## src/pkg/door_pkg.sv

```systemverilog
// Shared constants, register map and carrier types for the door access controller.
package door_pkg;
   localparam int unsigned CLK_HZ = 200000000;
   localparam int unsigned LINK_MIN_BPS = 1000000;
   localparam logic [15:0] LINK_BIT_CYCLES = 16'(CLK_HZ / LINK_MIN_BPS);
   localparam int unsigned NUM_PORTS = 10;
   localparam int unsigned MAX_DEVICES = 80;
   localparam logic [15:0] WIEGAND_MAX_BITS = 16'hFFFF;
   localparam int unsigned REKEY_HOURS = 30;
   localparam int unsigned NUM_RELAYS = 4;
   localparam int unsigned NUM_SCHED = 4;
   // Register map, word addresses on the plain port.
   localparam logic [7:0] REG_TICK_DIV = 8'h00;
   localparam logic [7:0] REG_UNLOCK = 8'h01;
   localparam logic [7:0] REG_EXT_UNLOCK = 8'h02;
   localparam logic [7:0] REG_HELD = 8'h03;
   localparam logic [7:0] REG_RESECURE = 8'h04;
   localparam logic [7:0] REG_PULSE = 8'h05;
   localparam logic [7:0] REG_RELAY_MODE = 8'h06;
   localparam logic [7:0] REG_CTRL = 8'h07;
   localparam logic [7:0] REG_PENDING = 8'h08;
   localparam logic [7:0] REG_STATUS = 8'h09;
   localparam logic [7:0] REG_SERIAL = 8'h0A;
   localparam logic [7:0] REG_WIEGAND_LEN = 8'h0B;
   localparam logic [7:0] REG_REKEY = 8'h0C;
   // Reset values.
   localparam logic [15:0] TICK_DIV_RST = 16'h00C8;
   localparam logic [15:0] UNLOCK_RST = 16'h0005;
   localparam logic [15:0] EXT_UNLOCK_RST = 16'h000F;
   localparam logic [15:0] HELD_RST = 16'h001E;
   localparam logic [15:0] RESECURE_RST = 16'h000A;
   localparam logic [15:0] PULSE_RST = 16'h0003;
   localparam logic [15:0] WIEGAND_LEN_RST = 16'h001A;
   localparam logic [15:0] REKEY_RST = 16'h0100;
   // Control bits.
   localparam int unsigned CTRL_SUPPRESS = 0;
   localparam int unsigned CTRL_LOCKDOWN_SW = 1;
   localparam int unsigned CTRL_SCHED_LSB = 8;
   localparam int unsigned CTRL_TRIG_LSB = 16;
   // Pending flag positions.
   localparam int unsigned PEND_EVENT = 0;
   localparam int unsigned PEND_FORCED = 1;
   localparam int unsigned PEND_HELD = 2;
   localparam int unsigned PEND_LINK_CRC = 3;
   localparam int unsigned PEND_BIO_LOSS = 4;
   localparam int unsigned PEND_SUBST = 5;
   localparam int unsigned PEND_NEW_SERIAL = 6;
   localparam int unsigned PEND_REKEY = 7;
   localparam int unsigned PEND_TAMPER = 8;
   localparam int unsigned PEND_DENIED = 9;
   localparam int unsigned PEND_W = 16;
   // Relay modes.
   localparam logic [1:0] MODE_OFF = 2'h0;
   localparam logic [1:0] MODE_LATCH = 2'h1;
   localparam logic [1:0] MODE_PULSE = 2'h2;
   localparam logic [1:0] MODE_FOLLOW = 2'h3;
   // Supervised input classes.
   localparam logic [1:0] SUP_NORMAL = 2'h0;
   localparam logic [1:0] SUP_ALARM = 2'h1;
   localparam logic [1:0] SUP_OPEN = 2'h2;
   localparam logic [1:0] SUP_SHORT = 2'h3;
   // Event record source codes.
   localparam logic [3:0] EV_CARD = 4'h1;
   localparam logic [3:0] EV_EXIT_BTN = 4'h2;
   localparam logic [3:0] EV_BREAK_GLASS = 4'h3;
   localparam logic [3:0] EV_DENIED = 4'h4;

   typedef struct packed {
      logic valid;
      logic extended;
      logic [7:0] zone;
   } grant_req_t;

   typedef struct packed {
      logic valid;
      logic [3:0] source;
      logic [7:0] zone;
   } event_rec_t;

   typedef struct packed {
      logic valid;
      logic crc_ok;
      logic [3:0] port;
      logic [31:0] serial;
   } link_msg_t;

   typedef enum logic [3:0] {
      ST_LOCKED = 4'b0001,
      ST_RELEASED = 4'b0010,
      ST_OPEN = 4'b0100,
      ST_HELD = 4'b1000
   } door_state_t;
endpackage

```

## src/design/door_access_controller.sv

```systemverilog
// Door access controller: lock release, door supervision, alarm relays, link supervision.
`timescale 1ns/10ps
`default_nettype none
module door_access_controller (
   input wire logic clk_i,
   input wire logic resetn_i,
   input wire logic [7:0] addr_i,
   input wire logic [31:0] wdata_i,
   input wire logic wr_i,
   input wire logic rd_i,
   output logic [31:0] rdata_o,
   input wire door_pkg::grant_req_t card_grant_i,
   input wire logic exit_push_button_i,
   input wire logic break_glass_unit_i,
   input wire logic door_open_i,
   input wire logic door_unlocked_i,
   input wire logic leaf2_open_i,
   input wire logic leaf2_unlocked_i,
   input wire logic [7:0] door_zone_i,
   input wire logic [1:0] sup_level_i,
   input wire logic [3:0] alarm_in_i,
   input wire logic [3:0] sched_active_i,
   input wire door_pkg::link_msg_t link_msg_i,
   input wire logic bio_link_up_i,
   input wire logic wiegand_done_i,
   input wire logic [15:0] wiegand_count_i,
   output logic lock_release_o,
   output logic [3:0] relay_o,
   output logic [3:0] sched_relay_o,
   output door_pkg::event_rec_t event_o,
   output logic wiegand_ok_o,
   output logic [1:0] sup_class_o
);
   logic [15:0] tick_div;
   logic [15:0] unlock_t;
   logic [15:0] ext_unlock_t;
   logic [15:0] held_t;
   logic [15:0] resecure_t;
   logic [15:0] pulse_t;
   logic [7:0] relay_mode;
   logic [31:0] ctrl;
   logic [15:0] pending;
   logic [31:0] serial_bound;
   logic serial_known;
   logic [15:0] wiegand_len;
   logic [15:0] rekey_t;
   logic [15:0] div_cnt;
   logic tick;
   door_pkg::door_state_t state;
   door_pkg::door_state_t next_state;
   logic [15:0] door_cnt;
   logic [15:0] rekey_cnt;
   wire [3:0] relay_q;
   logic [3:0] alarm_q;
   logic bio_q;
   localparam int NUM_RELAYS_L = door_pkg::NUM_RELAYS;

   // Address decode.
   wire wr_pend = wr_i && (addr_i == door_pkg::REG_PENDING);
   wire [15:0] ack_mask = wr_pend ? wdata_i[15:0] : 16'h0000;

   // Combined leaf inputs.
   wire any_open = door_open_i | leaf2_open_i;
   wire any_unlocked = door_unlocked_i | leaf2_unlocked_i;

   // Zone lockdown: a software switch or any selected pending event.
   wire [7:0] trig_sel = ctrl[door_pkg::CTRL_TRIG_LSB +: 8];
   wire lockdown = ctrl[door_pkg::CTRL_LOCKDOWN_SW] || ((pending[7:0] & trig_sel) != 8'h00);
   wire zone_match = (card_grant_i.zone == door_zone_i);
   wire card_ok = card_grant_i.valid && zone_match && !lockdown;
   wire card_denied = card_grant_i.valid && !card_ok;
   wire request = card_ok || exit_push_button_i || break_glass_unit_i;
   wire extended = card_ok && card_grant_i.extended;
   wire suppress = ctrl[door_pkg::CTRL_SUPPRESS];

   wire released = (state == door_pkg::ST_RELEASED) || (state == door_pkg::ST_OPEN);
   wire forced = (state == door_pkg::ST_LOCKED) && (any_open || any_unlocked) && !lock_release_o;
   wire cnt_zero = (door_cnt == 16'h0000);
   wire held_alarm = (state == door_pkg::ST_HELD) && tick && cnt_zero;

   // Link supervision.
   // A message naming a port beyond the supported count is flagged as a link error, like a failed CRC.
   wire port_ok = ({28'h0000000, link_msg_i.port} < door_pkg::NUM_PORTS);
   wire link_bad = link_msg_i.valid && !(link_msg_i.crc_ok && port_ok);
   wire link_good = link_msg_i.valid && link_msg_i.crc_ok && port_ok;
   wire new_serial = link_good && !serial_known;
   wire subst = link_good && serial_known && (link_msg_i.serial != serial_bound);
   wire bio_loss = bio_q && !bio_link_up_i;
   wire rekey_due = tick && (rekey_cnt == 16'h0000);
   wire tamper = (sup_level_i == door_pkg::SUP_OPEN) || (sup_level_i == door_pkg::SUP_SHORT);
   wire wiegand_fit = (wiegand_count_i == wiegand_len);

   // Entry event: suppressed when the grant lapses unused and suppression is on.
   wire grant_event = request && !suppress;
   wire passage_event = suppress && (state == door_pkg::ST_RELEASED) && any_open;
   wire any_event = grant_event || passage_event || card_denied;

   wire [15:0] set_mask = {6'h00,
                           card_denied,
                           tamper,
                           rekey_due,
                           new_serial,
                           subst,
                           bio_loss,
                           link_bad,
                           held_alarm,
                           forced,
                           any_event};

   // Timebase divider shared by every duration.
   always_ff @(posedge clk_i)
   begin
      if (!resetn_i)
         div_cnt <= 16'h0000;
      else if (div_cnt >= tick_div)
         div_cnt <= 16'h0000;
      else
         div_cnt <= div_cnt + 16'h0001;
   end
   assign tick = (div_cnt >= tick_div);

   // Door sequencing.
   always_comb
   begin
      next_state = state;
      case (state)
         door_pkg::ST_LOCKED:
            if (request)
               next_state = door_pkg::ST_RELEASED;
            else if (any_open || any_unlocked)
               next_state = door_pkg::ST_HELD;
         door_pkg::ST_RELEASED:
            if (any_open)
               next_state = door_pkg::ST_OPEN;
            else if (tick && cnt_zero)
               next_state = door_pkg::ST_LOCKED;
         door_pkg::ST_OPEN:
            if (!any_open)
               next_state = door_pkg::ST_LOCKED;
            else if (tick && cnt_zero)
               next_state = door_pkg::ST_HELD;
         door_pkg::ST_HELD:
            if (!any_open && !any_unlocked)
               next_state = door_pkg::ST_LOCKED;
         default:
            next_state = door_pkg::ST_LOCKED;
      endcase
   end

   // Selects the count loaded on each state entry.
   wire [15:0] grant_time = extended ? ext_unlock_t : unlock_t;
   wire [15:0] release_time = suppress ? resecure_t : grant_time;
   wire entering = (next_state != state);
   wire [15:0] load_val = (next_state == door_pkg::ST_RELEASED) ? release_time :
                          (next_state == door_pkg::ST_OPEN) ? grant_time : held_t;

   always_ff @(posedge clk_i)
   begin
      if (!resetn_i)
      begin
         state <= door_pkg::ST_LOCKED;
         door_cnt <= 16'h0000;
      end
      else
      begin
         state <= next_state;
         if (entering)
            door_cnt <= load_val;
         else if (tick && !cnt_zero)
            door_cnt <= door_cnt - 16'h0001;
      end
   end

   always_ff @(posedge clk_i)
   begin
      if (!resetn_i)
         lock_release_o <= 1'b0;
      else
         lock_release_o <= (next_state == door_pkg::ST_RELEASED) || (next_state == door_pkg::ST_OPEN);
   end

   // Event record toward the log.
   wire [3:0] ev_src = card_denied ? door_pkg::EV_DENIED :
                       exit_push_button_i ? door_pkg::EV_EXIT_BTN :
                       break_glass_unit_i ? door_pkg::EV_BREAK_GLASS : door_pkg::EV_CARD;
   always_ff @(posedge clk_i)
   begin
      if (!resetn_i)
         event_o <= '0;
      else
         event_o <= '{valid: any_event, source: ev_src, zone: door_zone_i};
   end

   // Pending flags: a new event wins over an acknowledge in the same cycle.
   always_ff @(posedge clk_i)
   begin
      if (!resetn_i)
         pending <= 16'h0000;
      else
         pending <= (pending & ~ack_mask) | set_mask;
   end

   // Alarm-linked relays, one per alarm input.
   // Each relay keeps its own flip-flops so that no vector is written from two processes.
   genvar gi;
   generate
      for (gi = 0; gi < NUM_RELAYS_L; gi = gi + 1)
      begin : g_relay
         wire [1:0] mode = relay_mode[2 * gi +: 2];
         wire rise = alarm_in_i[gi] && !alarm_q[gi];
         wire acked = ack_mask[door_pkg::PEND_W - NUM_RELAYS_L + gi];
         logic relay_on;
         logic [15:0] pulse_left;
         always_ff @(posedge clk_i)
         begin
            if (!resetn_i)
            begin
               relay_on <= 1'b0;
               pulse_left <= 16'h0000;
            end
            else
            begin
               case (mode)
                  door_pkg::MODE_LATCH:
                     relay_on <= rise || (relay_on && !acked);
                  door_pkg::MODE_PULSE:
                     if (rise)
                     begin
                        relay_on <= 1'b1;
                        pulse_left <= pulse_t;
                     end
                     else if (tick && relay_on)
                     begin
                        if (pulse_left <= 16'h0001)
                           relay_on <= 1'b0;
                        pulse_left <= pulse_left - 16'h0001;
                     end
                  door_pkg::MODE_FOLLOW:
                     relay_on <= alarm_in_i[gi];
                  default:
                     relay_on <= 1'b0;
               endcase
            end
         end
         assign relay_q[gi] = relay_on;
      end
   endgenerate

   always_ff @(posedge clk_i)
   begin
      if (!resetn_i)
      begin
         alarm_q <= 4'h0;
         bio_q <= 1'b0;
         sched_relay_o <= 4'h0;
         sup_class_o <= door_pkg::SUP_NORMAL;
         wiegand_ok_o <= 1'b0;
      end
      else
      begin
         alarm_q <= alarm_in_i;
         bio_q <= bio_link_up_i;
         sched_relay_o <= sched_active_i & ctrl[door_pkg::CTRL_SCHED_LSB +: 4];
         sup_class_o <= sup_level_i;
         wiegand_ok_o <= wiegand_done_i && wiegand_fit && (wiegand_len <= door_pkg::WIEGAND_MAX_BITS);
      end
   end
   assign relay_o = relay_q;

   // Rekey interval counter in ticks, reloaded on expiry.
   always_ff @(posedge clk_i)
   begin
      if (!resetn_i)
         rekey_cnt <= door_pkg::REKEY_RST;
      else if (rekey_due)
         rekey_cnt <= rekey_t;
      else if (tick)
         rekey_cnt <= rekey_cnt - 16'h0001;
   end

   // Serial binding for the assigned device.
   always_ff @(posedge clk_i)
   begin
      if (!resetn_i)
      begin
         serial_bound <= 32'h00000000;
         serial_known <= 1'b0;
      end
      else if (wr_i && addr_i == door_pkg::REG_SERIAL)
      begin
         serial_bound <= wdata_i;
         serial_known <= 1'b1;
      end
      else if (new_serial)
      begin
         serial_bound <= link_msg_i.serial;
         serial_known <= 1'b1;
      end
   end

   // Configuration registers.
   always_ff @(posedge clk_i)
   begin
      if (!resetn_i)
      begin
         tick_div <= door_pkg::TICK_DIV_RST;
         unlock_t <= door_pkg::UNLOCK_RST;
         ext_unlock_t <= door_pkg::EXT_UNLOCK_RST;
         held_t <= door_pkg::HELD_RST;
         resecure_t <= door_pkg::RESECURE_RST;
         pulse_t <= door_pkg::PULSE_RST;
         relay_mode <= 8'h00;
         ctrl <= 32'h00000000;
         wiegand_len <= door_pkg::WIEGAND_LEN_RST;
         rekey_t <= door_pkg::REKEY_RST;
      end
      else if (wr_i)
      begin
         case (addr_i)
            door_pkg::REG_TICK_DIV: tick_div <= wdata_i[15:0];
            door_pkg::REG_UNLOCK: unlock_t <= wdata_i[15:0];
            door_pkg::REG_EXT_UNLOCK: ext_unlock_t <= wdata_i[15:0];
            door_pkg::REG_HELD: held_t <= wdata_i[15:0];
            door_pkg::REG_RESECURE: resecure_t <= wdata_i[15:0];
            door_pkg::REG_PULSE: pulse_t <= wdata_i[15:0];
            door_pkg::REG_RELAY_MODE: relay_mode <= wdata_i[7:0];
            door_pkg::REG_CTRL: ctrl <= wdata_i;
            door_pkg::REG_WIEGAND_LEN: wiegand_len <= wdata_i[15:0];
            door_pkg::REG_REKEY: rekey_t <= wdata_i[15:0];
            default: ctrl <= ctrl;
         endcase
      end
   end

   // Read mux; unmapped addresses read zero.
   wire [31:0] status_word = {16'h0000, relay_q, sched_relay_o, sup_class_o, lockdown,
                              lock_release_o, state};
   wire [31:0] rd_mux = (addr_i == door_pkg::REG_TICK_DIV) ? {16'h0000, tick_div} :
                        (addr_i == door_pkg::REG_UNLOCK) ? {16'h0000, unlock_t} :
                        (addr_i == door_pkg::REG_EXT_UNLOCK) ? {16'h0000, ext_unlock_t} :
                        (addr_i == door_pkg::REG_HELD) ? {16'h0000, held_t} :
                        (addr_i == door_pkg::REG_RESECURE) ? {16'h0000, resecure_t} :
                        (addr_i == door_pkg::REG_PULSE) ? {16'h0000, pulse_t} :
                        (addr_i == door_pkg::REG_RELAY_MODE) ? {24'h000000, relay_mode} :
                        (addr_i == door_pkg::REG_CTRL) ? ctrl :
                        (addr_i == door_pkg::REG_PENDING) ? {16'h0000, pending} :
                        (addr_i == door_pkg::REG_STATUS) ? status_word :
                        (addr_i == door_pkg::REG_SERIAL) ? serial_bound :
                        (addr_i == door_pkg::REG_WIEGAND_LEN) ? {16'h0000, wiegand_len} :
                        (addr_i == door_pkg::REG_REKEY) ? {16'h0000, rekey_t} : 32'h00000000;

   always_ff @(posedge clk_i)
   begin
      if (!resetn_i)
         rdata_o <= 32'h00000000;
      else if (rd_i)
         rdata_o <= rd_mux;
      else
         rdata_o <= 32'h00000000;
   end
endmodule
`default_nettype wire

```

## config.mk

```make
export PLATFORM = sky130hd
export DESIGN_NAME = door_access_controller
export DESIGN_NICKNAME = d
export VERILOG_FILES = /design/src/pkg/door_pkg.sv /design/src/design/door_access_controller.sv
export SDC_FILE = /design/constraint.sdc
export NUM_CORES = 1
export LEC_CHECK = 0
export BUFFER_PORTS_ARGS = -buffer_cell sky130_fd_sc_hd__buf_2
export CAP_MARGIN = 25
export CORE_ASPECT_RATIO = 1.4
export CORE_MARGIN = 1.5
export CORE_UTILIZATION = 45
export CTS_BUF_LIST = sky130_fd_sc_hd__clkbuf_8 sky130_fd_sc_hd__clkbuf_16
export DETAILED_ROUTE_END_ITERATION = 16
export GPL_TIMING_DRIVEN = 0
export MAX_ROUTING_LAYER = met4
export PLACE_DENSITY = 0.61
export SLEW_MARGIN = 20
export SYNTH_ARGS = -nofsm -noshare
export SYNTH_HDL_FRONTEND = slang
export SYNTH_SLANG_ARGS = --single-unit
```

## constraint.sdc

```tcl
create_clock -name clk_i -period 3.6 [get_ports clk_i]
set_input_delay 0.36 -clock clk_i [delete_from_list [all_inputs] [get_ports clk_i]]
set_output_delay 0.36 -clock clk_i [all_outputs]
set_load 0.005 [all_outputs]
```

-- After elaboration in Yosys (flattened, before gate mapping)
Index checks and enable logic that the tools add are counted.
Widths: inputs -> output; s select.
- flip-flop bits (word level): 395
- input bits: 134
- $add $sub $neg: 7
- equal/unequal tests: 44
- order comparisons: 7
- reduce and logical (&&, ||, !) cells: 103
- bitwise operators: 9
- mux-type cells: 61
- operators by type and width (kind ; number):
    $mux 16 ; 26
    $mux 32 ; 6
    $sub 16x1->16 const B ; 6
    $le 16x1->1 const B ; 4
    $eq 8x4->1 const B ; 5
    $logic_and 1x1->1 ; 39
    $reduce_and 2->1 ; 19
    $eq 8x3->1 const B ; 4
    $logic_not 16->1 ; 2
    $ne 32x32->1 ; 1
    $mux 4 ; 7
    $ne 3x3->1 const B ; 8
    $eq 2x2->1 const B ; 10
    $logic_not 1->1 ; 18
    $add 16x1->16 const B ; 1
    $and 16x16->16 ; 1
    $eq 16x16->1 ; 1
    $eq 8x2->1 const B ; 2
    $ge 16x16->1 ; 1
    $le 16x16->1 const B ; 1
    $not 16->16 ; 1
    $or 16x10->16 ; 1
    $pmux 4 s4 ; 1
    $mux 1 ; 14
    23 further kinds ; 52

-- Longest topological paths before layout
Gate-level depths: netlist (run 1).
- depth in word-level cells: 14
- gate-level depth with buffers: 13
- gate-level depth less buffers: 10

-- Worst setup path after synthesis (run 1)
OpenSTA, ideal clock, no wires.
- path kind: register to register
- from: register tick_div[5]
- to: register door_cnt[10]
- cell stages (with the launch flop): 12
- required time: 3.534 ns
- clock period less this slack: 2.979 ns
- data arrival time: 2.913 ns
- path buffers: 1
- setup slack: 0.621 ns
- path through: dfxtp_1 > inv_1 > ha_1 > a21o_1 > a221oi_1 > o21ai_0 > a311oi_2 > o21ai_1 > a21oi_2 > buf_2 > mux2_2 > a21oi_2
- longest elaborated chain between the ends: 9
- elaborated cells on any way between the ends: 15
- those cells by class: order compare (1); eq/ne (3); mux (8); reduce/logical (3)
- ends and longest elaborated chain (element ; RTL line ; text):
    from (decl) ; door_access_controller.sv:34 ; logic [15:0] tick_div;
    from (signal assigned) ; door_access_controller.sv:306 ; tick_div <= door_pkg::TICK_DIV_RST;
    from (signal assigned) ; door_access_controller.sv:320 ; door_pkg::REG_TICK_DIV: tick_div <= wdata_i[15:0];
    $ge 16x16->1 (*) ; door_access_controller.sv:120 ; assign tick = (div_cnt >= tick_div);
    $logic_and 1x1->1 ; door_access_controller.sv:135, door_access_controller.sv:140 ;
    $mux 4 (on tied branches) ; door_access_controller.sv:140, door_access_controller.sv:135 ;
    $mux 4 (on tied branches) ; door_access_controller.sv:138, door_access_controller.sv:133 ;
    $pmux 4 s4 ; door_access_controller.sv:126 ; case (state)
    $eq 4x3->1 ; door_access_controller.sv:155 ; (next_state == door_pkg::ST_OPEN) ? grant_time : held_t;
    $mux 16 ; door_access_controller.sv:155 ;
    $mux 16 ; door_access_controller.sv:154 ; wire [15:0] load_val = (next_state == door_pkg::ST_RELEASED) ? release_time :
    $mux 16 ; door_access_controller.sv:167 ; if (entering)
    to (signal assigned) ; door_access_controller.sv:168 ; door_cnt <= load_val;
    to (signal assigned) ; door_access_controller.sv:170 ; door_cnt <= door_cnt - 16'h0001;
    to (decl) ; door_access_controller.sv:51 ; logic [15:0] door_cnt;
Every way passes the cells marked *; elsewhere a longest branch is shown, timed or not.
A chain may end at the register's enable or synchronous reset.

-- Worst setup path after layout (run 1)
- from: input port addr_i[5]
- to: register pending[2]
- longest elaborated chain between the ends: 6
- ends and longest elaborated chain (element ; RTL line ; text):
    from (decl) ; door_access_controller.sv:7 ; input wire logic [7:0] addr_i,
    $eq 8x4->1 ; door_access_controller.sv:59 ; wire wr_pend = wr_i && (addr_i == door_pkg::REG_PENDING);
    $logic_and 1x1->1 ; door_access_controller.sv:59 ;
    $mux 16 ; door_access_controller.sv:60 ; wire [15:0] ack_mask = wr_pend ? wdata_i[15:0] : 16'h0000;
    $not 16->16 ; door_access_controller.sv:200 ; pending <= (pending & ~ack_mask) | set_mask;
    $and 16x16->16 ; door_access_controller.sv:200 ;
    $or 16x10->16 ; door_access_controller.sv:200 ;
    to (signal assigned) ; door_access_controller.sv:200 ;
    to (decl) ; door_access_controller.sv:42 ; logic [15:0] pending;
No other way between the ends.

==> impl_summary.txt, run 1 <==
----------------------------------------------------
[Die]
  Core Footprint ... 0.0438 mm2
  Die H ... 252 um
  Site row count ... 91
  Ports ... 191
  Total die area ... 0.0455 mm2
  Initial standard-cell utilization of the core ... 0.454
  Chip width ... 181 um

[Synth]
  Cell area after synthesis ... 0.0199 mm2
  Flop and latch count out of synthesis ... 394
  Count of flip-flops with a built-in enable after synthesis ... 0
  Cells after synthesis ... 2,521
  Number of nets produced by synthesis ... 2,682
  Syn Area/Cell ... 7.90 um2
  Async set or reset register ratio after synthesis ... 0
  Register area share after synthesis ... 0.396
  Warning count from the yosys run ... 0
  Distinct cells, synth ... 78
  Most instantiated flip-flop cell in the synthesis netlist ... sky130_fd_sc_hd__dfxtp_1

[CTS]
  Number of buffers added by the clock tree synthesis step ... 41
  Clk buf depth ... 3
  TritonCTS clock tree ... done
  Latest clock arrival within the worst-skew pair ... 0.57 ns
  Clock Tree Root ... sky130_fd_sc_hd__clkbuf_16
  Clock slew seen by the registers of the worst setup and hold paths ... 0.07 ns
  Number of hold buffers added after cts ... 0
  Deepest level of the CTS H-tree ... 2
  Clock sink count ... 394

[Place]
  RePlAce Congestion ... 1.01
  Count of buffers from port buffering ... 187
  Dpl cell area ... 0.0216 mm2
  Placed Cells ... 3,274
  HPWL after detailed placement ... 64,400 um

[Setup path]
  Worst Setup Start Kind ... input pin
  Worst reg2reg path depth ... 10
  Series of cell instances along the critical path ... buf_2 > nor4_1 > nand4_1 > nor2_4 > clkbuf_1 > nand2_1 > a32oi_1 > nor2_1
  R2r startpoint ... door_cnt[2]
  Setup crit end kind ... register
  Arrival time at the worst endpoint ... 4.14 ns
  Reg-to-reg slack, setup ... 0.16 ns
  Slowest cell delay on critical path ... 0.93 ns
  Type of the worst setup path ... input pin to register
  Required time of the worst setup path ... 4.01 ns
  Max FO, Critical Path ... 10
  Worst path slowest cell ... sky130_fd_sc_hd__nor4_1
  Worst reg2reg endpoint ... door_cnt[9]

[Worst hold path]
  Startpoint of the worst hold path ... sup_level_i[1]
  Hold path depth ... 2
  Endpoint of the worst hold path ... sup_class_o[1]
  Hold Path Class ... input pin to register

[Pwr]
  Clock share of power ... 0.436
  Switching Share ... 0.270
  Proportion of power drawn by combinational gates ... 0.111
  Power per unit of standard cell area ... 433 mW/mm2
  Register share of total power ... 0.453
  Leakage power summed over all cells ... 0.00869 uW
  Worst VDD drop ... 0.378 mV
  Cell-internal power ... 7300 uW
  Switch Pwr ... 2700 uW

[Cells and area]
  Layout Cells excl Fill ... 3,353
  Layout overhead on the synthesized area ... 16.0%
  Area taken by multi-input logic gates ... 0.0111 mm2
  Final layout net count ... 2,925
  Storage element area ... 0.00789 mm2
  Filler Cell Count ... 4,242
  Fraction of layout cells with a size suffix above 1 ... 0.131
  Final design utilization ... 0.527
  Final cell area excluding filler cells ... 0.0231 mm2

[STA]
  Unrepaired setup endpoints after global routing ... false
  Slew Viols, Final ... 0
  Final setup violation count ... 3
  Final Critical Period ... 3.74 ns
  Worst clock skew ... 0.0254 ns
  Part of the cycle the worst path needs ... 1.04
  Fmax achieved ... 268 MHz
  Actual transition at the worst max-transition pin ... 1.17 ns
  Worst slew margin relative to its limit ... 0.220
  Worst hold margin ... 0.0244 ns
  Aggregate negative setup slack ... -0.172 ns
  Final hold violation count ... 0
  Final worst-path setup slack ... -0.135 ns

[Global routing]
  Total congestion overflow ... 0
  Gr usage total ... 0.381
  Pin count of the biggest net entering global routing ... 15
  Wire length of the first global-routing pass ... 126,000 um
  Via count of the first global-routing pass ... 19,600
  Number of antenna violations at the first check in global routing ... 2

[Detailed routing]
  Post-route ant nets ... 0
  Via count ... 20,600
  Detailed router's first-iteration violation count ... 2,303
  Vias per Instance ... 6.14
  Length of the first detailed-routing pass in iterations ... 9
  Detailed-route wire length per cell ... 25.6 um
  Residual DRC ... 0
  Final wirelength ... 85,800 um

[Flow run]
  MaxCap Viol Count ... 0

[Status]
  Outcome ... complete, but fails checks
  Violated checks ... negative setup slack

----------------------------------------------------
## placed cells by master, fill, tap and decap left out, types with 14 or more instances in the layout
cell,n
sky130_fd_sc_hd__a21oi_1,242
sky130_fd_sc_hd__clkbuf_16,41
sky130_fd_sc_hd__nor4_1,24
sky130_fd_sc_hd__nor2b_1,14
sky130_fd_sc_hd__mux2_2,37
sky130_fd_sc_hd__a221oi_1,24
sky130_fd_sc_hd__buf_2,193
sky130_fd_sc_hd__a211oi_1,50
sky130_fd_sc_hd__xnor2_1,68
sky130_fd_sc_hd__and3_1,20
sky130_fd_sc_hd__o22ai_1,15
sky130_fd_sc_hd__o31ai_1,22
sky130_fd_sc_hd__nand2_1,479
sky130_fd_sc_hd__mux2i_1,102
sky130_fd_sc_hd__inv_1,66
sky130_fd_sc_hd__nor2_1,234
sky130_fd_sc_hd__a31oi_1,22
sky130_fd_sc_hd__ha_1,27
sky130_fd_sc_hd__nand4_1,31
sky130_fd_sc_hd__and2_1,26
sky130_fd_sc_hd__a22oi_1,31
sky130_fd_sc_hd__o21ai_0,115
sky130_fd_sc_hd__dfxtp_1,394
sky130_fd_sc_hd__nand2b_1,15
sky130_fd_sc_hd__nand3_1,53
sky130_fd_sc_hd__clkbuf_1,155
sky130_fd_sc_hd__or4_1,14
sky130_fd_sc_hd__xor2_1,15
sky130_fd_sc_hd__a222oi_1,14
sky130_fd_sc_hd__nor3_1,41
## power groups by stage
| stage | Combinational, uW | Sequential (uW) | Clock (uW) |
|---|---|---|---|
| 2_1_floorplan | 659 | 4590 | 0 |
| 3_3_place_gp | 1060 | 4620 | 0 |
| 3_5_place_dp | 1080 | 4620 | 0 |
| 4_1_cts | 1090 | 4520 | 4390 |
| 5_1_grt | 1180 | 4530 | 4540 |
| 6_report | 1110 | 4530 | 4360 |
## timing repair
action	CTS	global route
pin swaps	2	2
gates resized for setup	7	7
setup endpoints to repair	78	42
setup buffers	2	4
## synthesized netlist by cell type, types with 20 or more instances
master | count | share of area
sky130_fd_sc_hd__a21oi_1 | 243 | 0.061
sky130_fd_sc_hd__a31oi_1 | 22 | 0.0069
sky130_fd_sc_hd__o31ai_1 | 22 | 0.0083
sky130_fd_sc_hd__a22oi_1 | 31 | 0.012
sky130_fd_sc_hd__and2_1 | 26 | 0.0082
sky130_fd_sc_hd__nand4_1 | 31 | 0.0097
sky130_fd_sc_hd__mux2_2 | 37 | 0.021
sky130_fd_sc_hd__clkbuf_1 | 161 | 0.030
sky130_fd_sc_hd__inv_1 | 58 | 0.011
sky130_fd_sc_hd__nor3_1 | 42 | 0.011
sky130_fd_sc_hd__nand2_1 | 479 | 0.090
sky130_fd_sc_hd__ha_1 | 27 | 0.017
sky130_fd_sc_hd__xnor2_1 | 68 | 0.030
sky130_fd_sc_hd__a221oi_1 | 24 | 0.011
sky130_fd_sc_hd__nor2_1 | 235 | 0.044
sky130_fd_sc_hd__nand3_1 | 53 | 0.013
sky130_fd_sc_hd__o21ai_0 | 116 | 0.029
sky130_fd_sc_hd__mux2i_1 | 102 | 0.051
sky130_fd_sc_hd__a211oi_1 | 51 | 0.019
sky130_fd_sc_hd__and3_1 | 20 | 0.0063
sky130_fd_sc_hd__dfxtp_1 | 394 | 0.40
sky130_fd_sc_hd__nor4_1 | 24 | 0.0075
## per-stage QoR
step                total power (uW)  setup WS (ns)
detailed placement              5700         -0.711
global placement                5680         -0.928
global route                   10300        0.00859
finish                         10000         -0.135
floorplan                       5250          0.621
CTS                            10000         0.0386
## cell families after synthesis
logic type	count (synthesis)	synth area share
flip-flops	394	0.396
AO/OA/AOI/OAI	653	0.211
adder cells (fa/ha/maj)	28	0.0175
AND/OR/NAND/NOR	983	0.218
other	1	0.000188
XOR/XNOR	83	0.0365
buffers and inverters	239	0.0473
multiplexers	140	0.0734
## worst max-delay path by stage
| stage | startpoint | end | cells after the start |
|---|---|---|---|
| global placement | addr_i[5] | pending[2] | 8 |
| CTS | tick_div[6] | g_relay[1].pulse_left[13] | 11 |
| finish | addr_i[5] | pending[2] | 8 |
| global route | tick_div[15] | g_relay[3].pulse_left[12] | 11 |
| floorplan | tick_div[5] | door_cnt[10] | 11 |
| detailed placement | tick_div[15] | rekey_cnt[1] | 12 |
## worst max-delay path: cells and delay by family
family	cells	cell delay [ns]
buf+inv	2	0.88
simple gates	5	2.67
compound gates	1	0.21
## cell type report
cell class,count,share of cell area
multi-input combinational,1888,0.482
clock inverter,21,0.00769
tap,558,0.0302
timing repair buffer,201,0.0475
sequential,394,0.342
clock buffer,50,0.0498
buffer,178,0.0313
antenna,3,0.000325
inverter,60,0.00975
## routing by layer
metal,vias up,global-route usage,part of all wire
met5,-,-,0
li1,9405,-,-
met4,0,0.230,0.070
met1,9836,0.448,0.39
met2,1087,0.616,0.46
met3,270,0.0559,0.081
## state kept, by name, indices dropped and copies added (netlist names), 32 cells and up
name / flops
ctrl: 32
g_relay.pulse_left: 64
rdata_o: 32
serial_bound: 32
Power figures use the tool's default switching activity.
==> run 2: changes to the inputs <==
--- a/config.mk
+++ b/config.mk
@@ -15,6 +15,7 @@
 export GPL_TIMING_DRIVEN = 0
 export MAX_ROUTING_LAYER = met4
 export PLACE_DENSITY = 0.61
+export RECOVER_POWER = 25
 export SLEW_MARGIN = 20
 export SYNTH_ARGS = -nofsm -noshare
 export SYNTH_HDL_FRONTEND = slang
==> impl_summary.txt, run 2 (synthesis results as in run 1) <==
----------------------------------------------------
[Pwr]
  Leakage power summed over all cells ... 0.00854 uW (-1.7%)
  Switching Share ... 0.272 (+0.00146)
  Clock share of power ... 0.437 (about the same)
  Proportion of power drawn by combinational gates ... 0.111 (about the same)
  Post-layout total power ... 10,000 uW (+0.17%)
  Power per unit of standard cell area ... 435 mW/mm2 (+0.40%)
  Switch Pwr ... 2720 uW (+0.71%)
  Worst VDD drop ... 0.379 mV (+0.30%)
  Register share of total power ... 0.452 (about the same)
  Cell-internal power ... 7290 uW (about the same)

[CTS]
  Number of buffers added by the clock tree synthesis step ... 41 (unchanged)
  Clock Tree Root ... sky130_fd_sc_hd__clkbuf_16
  Clk buf depth ... 3 (unchanged)
  Latest clock arrival within the worst-skew pair ... 0.57 ns (about the same)
  Deepest level of the CTS H-tree ... 2 (unchanged)
  Clock sink count ... 394 (unchanged)
  TritonCTS clock tree ... done
  Clock slew seen by the registers of the worst setup and hold paths ... 0.06 ns (about the same)

[Detailed routing]
  Post-route ant nets ... 0 (unchanged)
  Via count ... 20,600 (-0.19%)
  Detailed-route wire length per cell ... 25.6 um (about the same)
  Vias per Instance ... 6.13 (-0.19%)
  Final wirelength ... 85,700 um (about the same)
  Length of the first detailed-routing pass in iterations ... 8 (-1)
  Detailed router's first-iteration violation count ... 2,292 (-0.48%)
  Residual DRC ... 0 (unchanged)

[Global routing]
  Pin count of the biggest net entering global routing ... 15 (unchanged)
  Via count of the first global-routing pass ... 19,600 (unchanged)
  Wire length of the first global-routing pass ... 126,000 um (unchanged)
  Gr usage total ... 0.381 (unchanged)
  Number of antenna violations at the first check in global routing ... 2 (unchanged)
  Total congestion overflow ... 0 (unchanged)

[Cells and area]
  Most common cell after layout, fill and taps aside ... sky130_fd_sc_hd__nand2_1
  Final cell area excluding filler cells ... 0.0230 mm2 (-0.23%)
  Flip-flop count of the largest register, all copies and words added ... 64 (unchanged)
  Register containing the most flip-flops in the final layout ... g_relay.pulse_left
  Fraction of layout cells with a size suffix above 1 ... 0.118 (-0.0125)
  Final layout net count ... 2,925 (unchanged)
  Most frequent cells in the layout ... 479 x sky130_fd_sc_hd__nand2_1, 394 x sky130_fd_sc_hd__dfxtp_1, 242 x sky130_fd_sc_hd__a21oi_1
  Layout overhead on the synthesized area ... 15.8%

[Setup path]
  Worst Setup Start Kind ... input pin
  Worst path slowest cell ... sky130_fd_sc_hd__nor4_1
  Max FO, Critical Path ... 10 (unchanged)
  Series of cell instances along the critical path ... buf_2 > nor4_1 > nand4_1 > nor2_4 > clkbuf_1 > nand2_1 > a32oi_1 > nor2_1
  Type of the worst setup path ... input pin to register
  Setup crit end kind ... register
  Required time of the worst setup path ... 4.01 ns (about the same)
  Arrival time at the worst endpoint ... 4.10 ns (-0.04 ns)
  Slowest cell delay on critical path ... 0.91 ns (-0.02 ns)

[STA]
  Unrepaired setup endpoints after global routing ... false
  Slew Viols, Final ... 0 (unchanged)
  Final hold violation count ... 0 (unchanged)
  Actual transition at the worst max-transition pin ... 1.14 ns (-0.0281 ns)
  Fmax achieved ... 271 MHz (+1.3%)
  Final setup violation count ... 2 (-1)
  Worst slew margin relative to its limit ... 0.239 (+0.0187)
  Final worst-path setup slack ... -0.0887 ns (+0.0467 ns)
  Part of the cycle the worst path needs ... 1.02 (-0.0130)
  Final Critical Period ... 3.69 ns (-0.0467 ns)
  Worst clock skew ... 0.0257 ns (+0.000266 ns)

[Flow run]
  MaxCap Viol Count ... 0 (unchanged)

[Status]
  Outcome ... complete, but fails checks
  Violated checks ... negative setup slack

[Die]
  Chip width ... 181 um (unchanged)
  Die H ... 252 um (unchanged)
  Total die area ... 0.0455 mm2 (unchanged)
  Site row count ... 91 (unchanged)
  Initial standard-cell utilization of the core ... 0.454 (unchanged)
  Ports ... 191 (unchanged)
  Core Footprint ... 0.0438 mm2 (unchanged)

[Place]
  RePlAce Congestion ... 1.01 (unchanged)
  HPWL after detailed placement ... 64,400 um (unchanged)
  Dpl cell area ... 0.0216 mm2 (unchanged)
  Count of buffers from port buffering ... 187 (unchanged)

[Worst hold path]
  Hold Path Class ... input pin to register

----------------------------------------------------
-- run 2: changes by cell type in the layout (fill, tap and decap cells not counted), moves of 4 or more --
| cell | previous run | this run |
|---|---|---|
| sky130_fd_sc_hd__clkbuf_1 | 155 | 191 |
| sky130_fd_sc_hd__buf_2 | 193 | 160 |
| sky130_fd_sc_hd__buf_4 | 11 | 6 |
| sky130_fd_sc_hd__and2_0 | 1 | 5 |
| sky130_fd_sc_hd__and2_1 | 26 | 22 |
| sky130_fd_sc_hd__clkbuf_4 | 1 | 5 |
-- run 2: per-stage QoR --
step                      TNS (ns)  setup WS [ns]  utilization  hold WS [ns]  cells
final                      -0.0970        -0.0887        0.526        0.0247   3353
after global placement      -55.98         -0.928        0.491         0.422   3266
after global routing             0        0.00882        0.526        0.0345   3352
after detailed placement    -35.84         -0.711        0.494         0.421   3274
after floorplan                  0          0.621            -         0.411   2521
after CTS                        0         0.0386        0.525        0.0190   3346
-- run 2: final cells by class --
type | count | area (um2)
repair buffers | 201 | 1040
well taps | 558 | 698
clock inverters | 21 | 178
plain buffers | 178 | 722
diodes | 3 | 7.51
inverters | 60 | 225
clock buffers | 50 | 1150
flip-flops and latches | 394 | 7890
multi-input cells | 1888 | 11100
fillers | 4267 | 20800
-- run 2: per-layer routing --
layer | part of all wire | track usage
met1 | 0.39 | 0.448
met2 | 0.46 | 0.616
met3 | 0.079 | 0.0559
met4 | 0.069 | 0.230
met5 | 0 | -
-- run 2: power groups by stage --
stage | logic, uW | registers (uW) | clock network (uW)
final | 1110 | 4530 | 4380
after global routing | 1180 | 4530 | 4540
after CTS | 1090 | 4520 | 4390
after detailed placement | 1080 | 4620 | 0
after global placement | 1060 | 4620 | 0
after floorplan | 659 | 4590 | 0
-- run 2: critical path: cells and delay by family --
family / cells / cell delay (ns)
AND/OR/NAND/NOR: 5 / 2.66
AO/OA/AOI/OAI: 1 / 0.21
buffers and inverters: 2 / 0.86
-- run 2: worst paths after layout --
| check | startpoint | end | slack (ns) | depth (start not counted) |
|---|---|---|---|---|
| setup reg to reg | door_cnt[2] | door_cnt[9] | 0.15 | 10 |
| setup / recovery | addr_i[5] | pending[2] | -0.09 | 8 |
| hold / removal | sup_level_i[1] | sup_class_o[1] | 0.02 | 2 |
| hold reg to reg | pending[10] | pending[10] | 0.43 | 2 |
-- run 2: timing repair --
| action | in CTS | in global routing |
|---|---|---|
| gates resized for setup | 7 | 7 |
| buffers inserted | 2 | 4 |
| setup endpoints to repair | 78 | 42 |
| pin swaps | 2 | 2 |
| hold buffers | 0 | 0 |
| cloned | 0 | 0 |
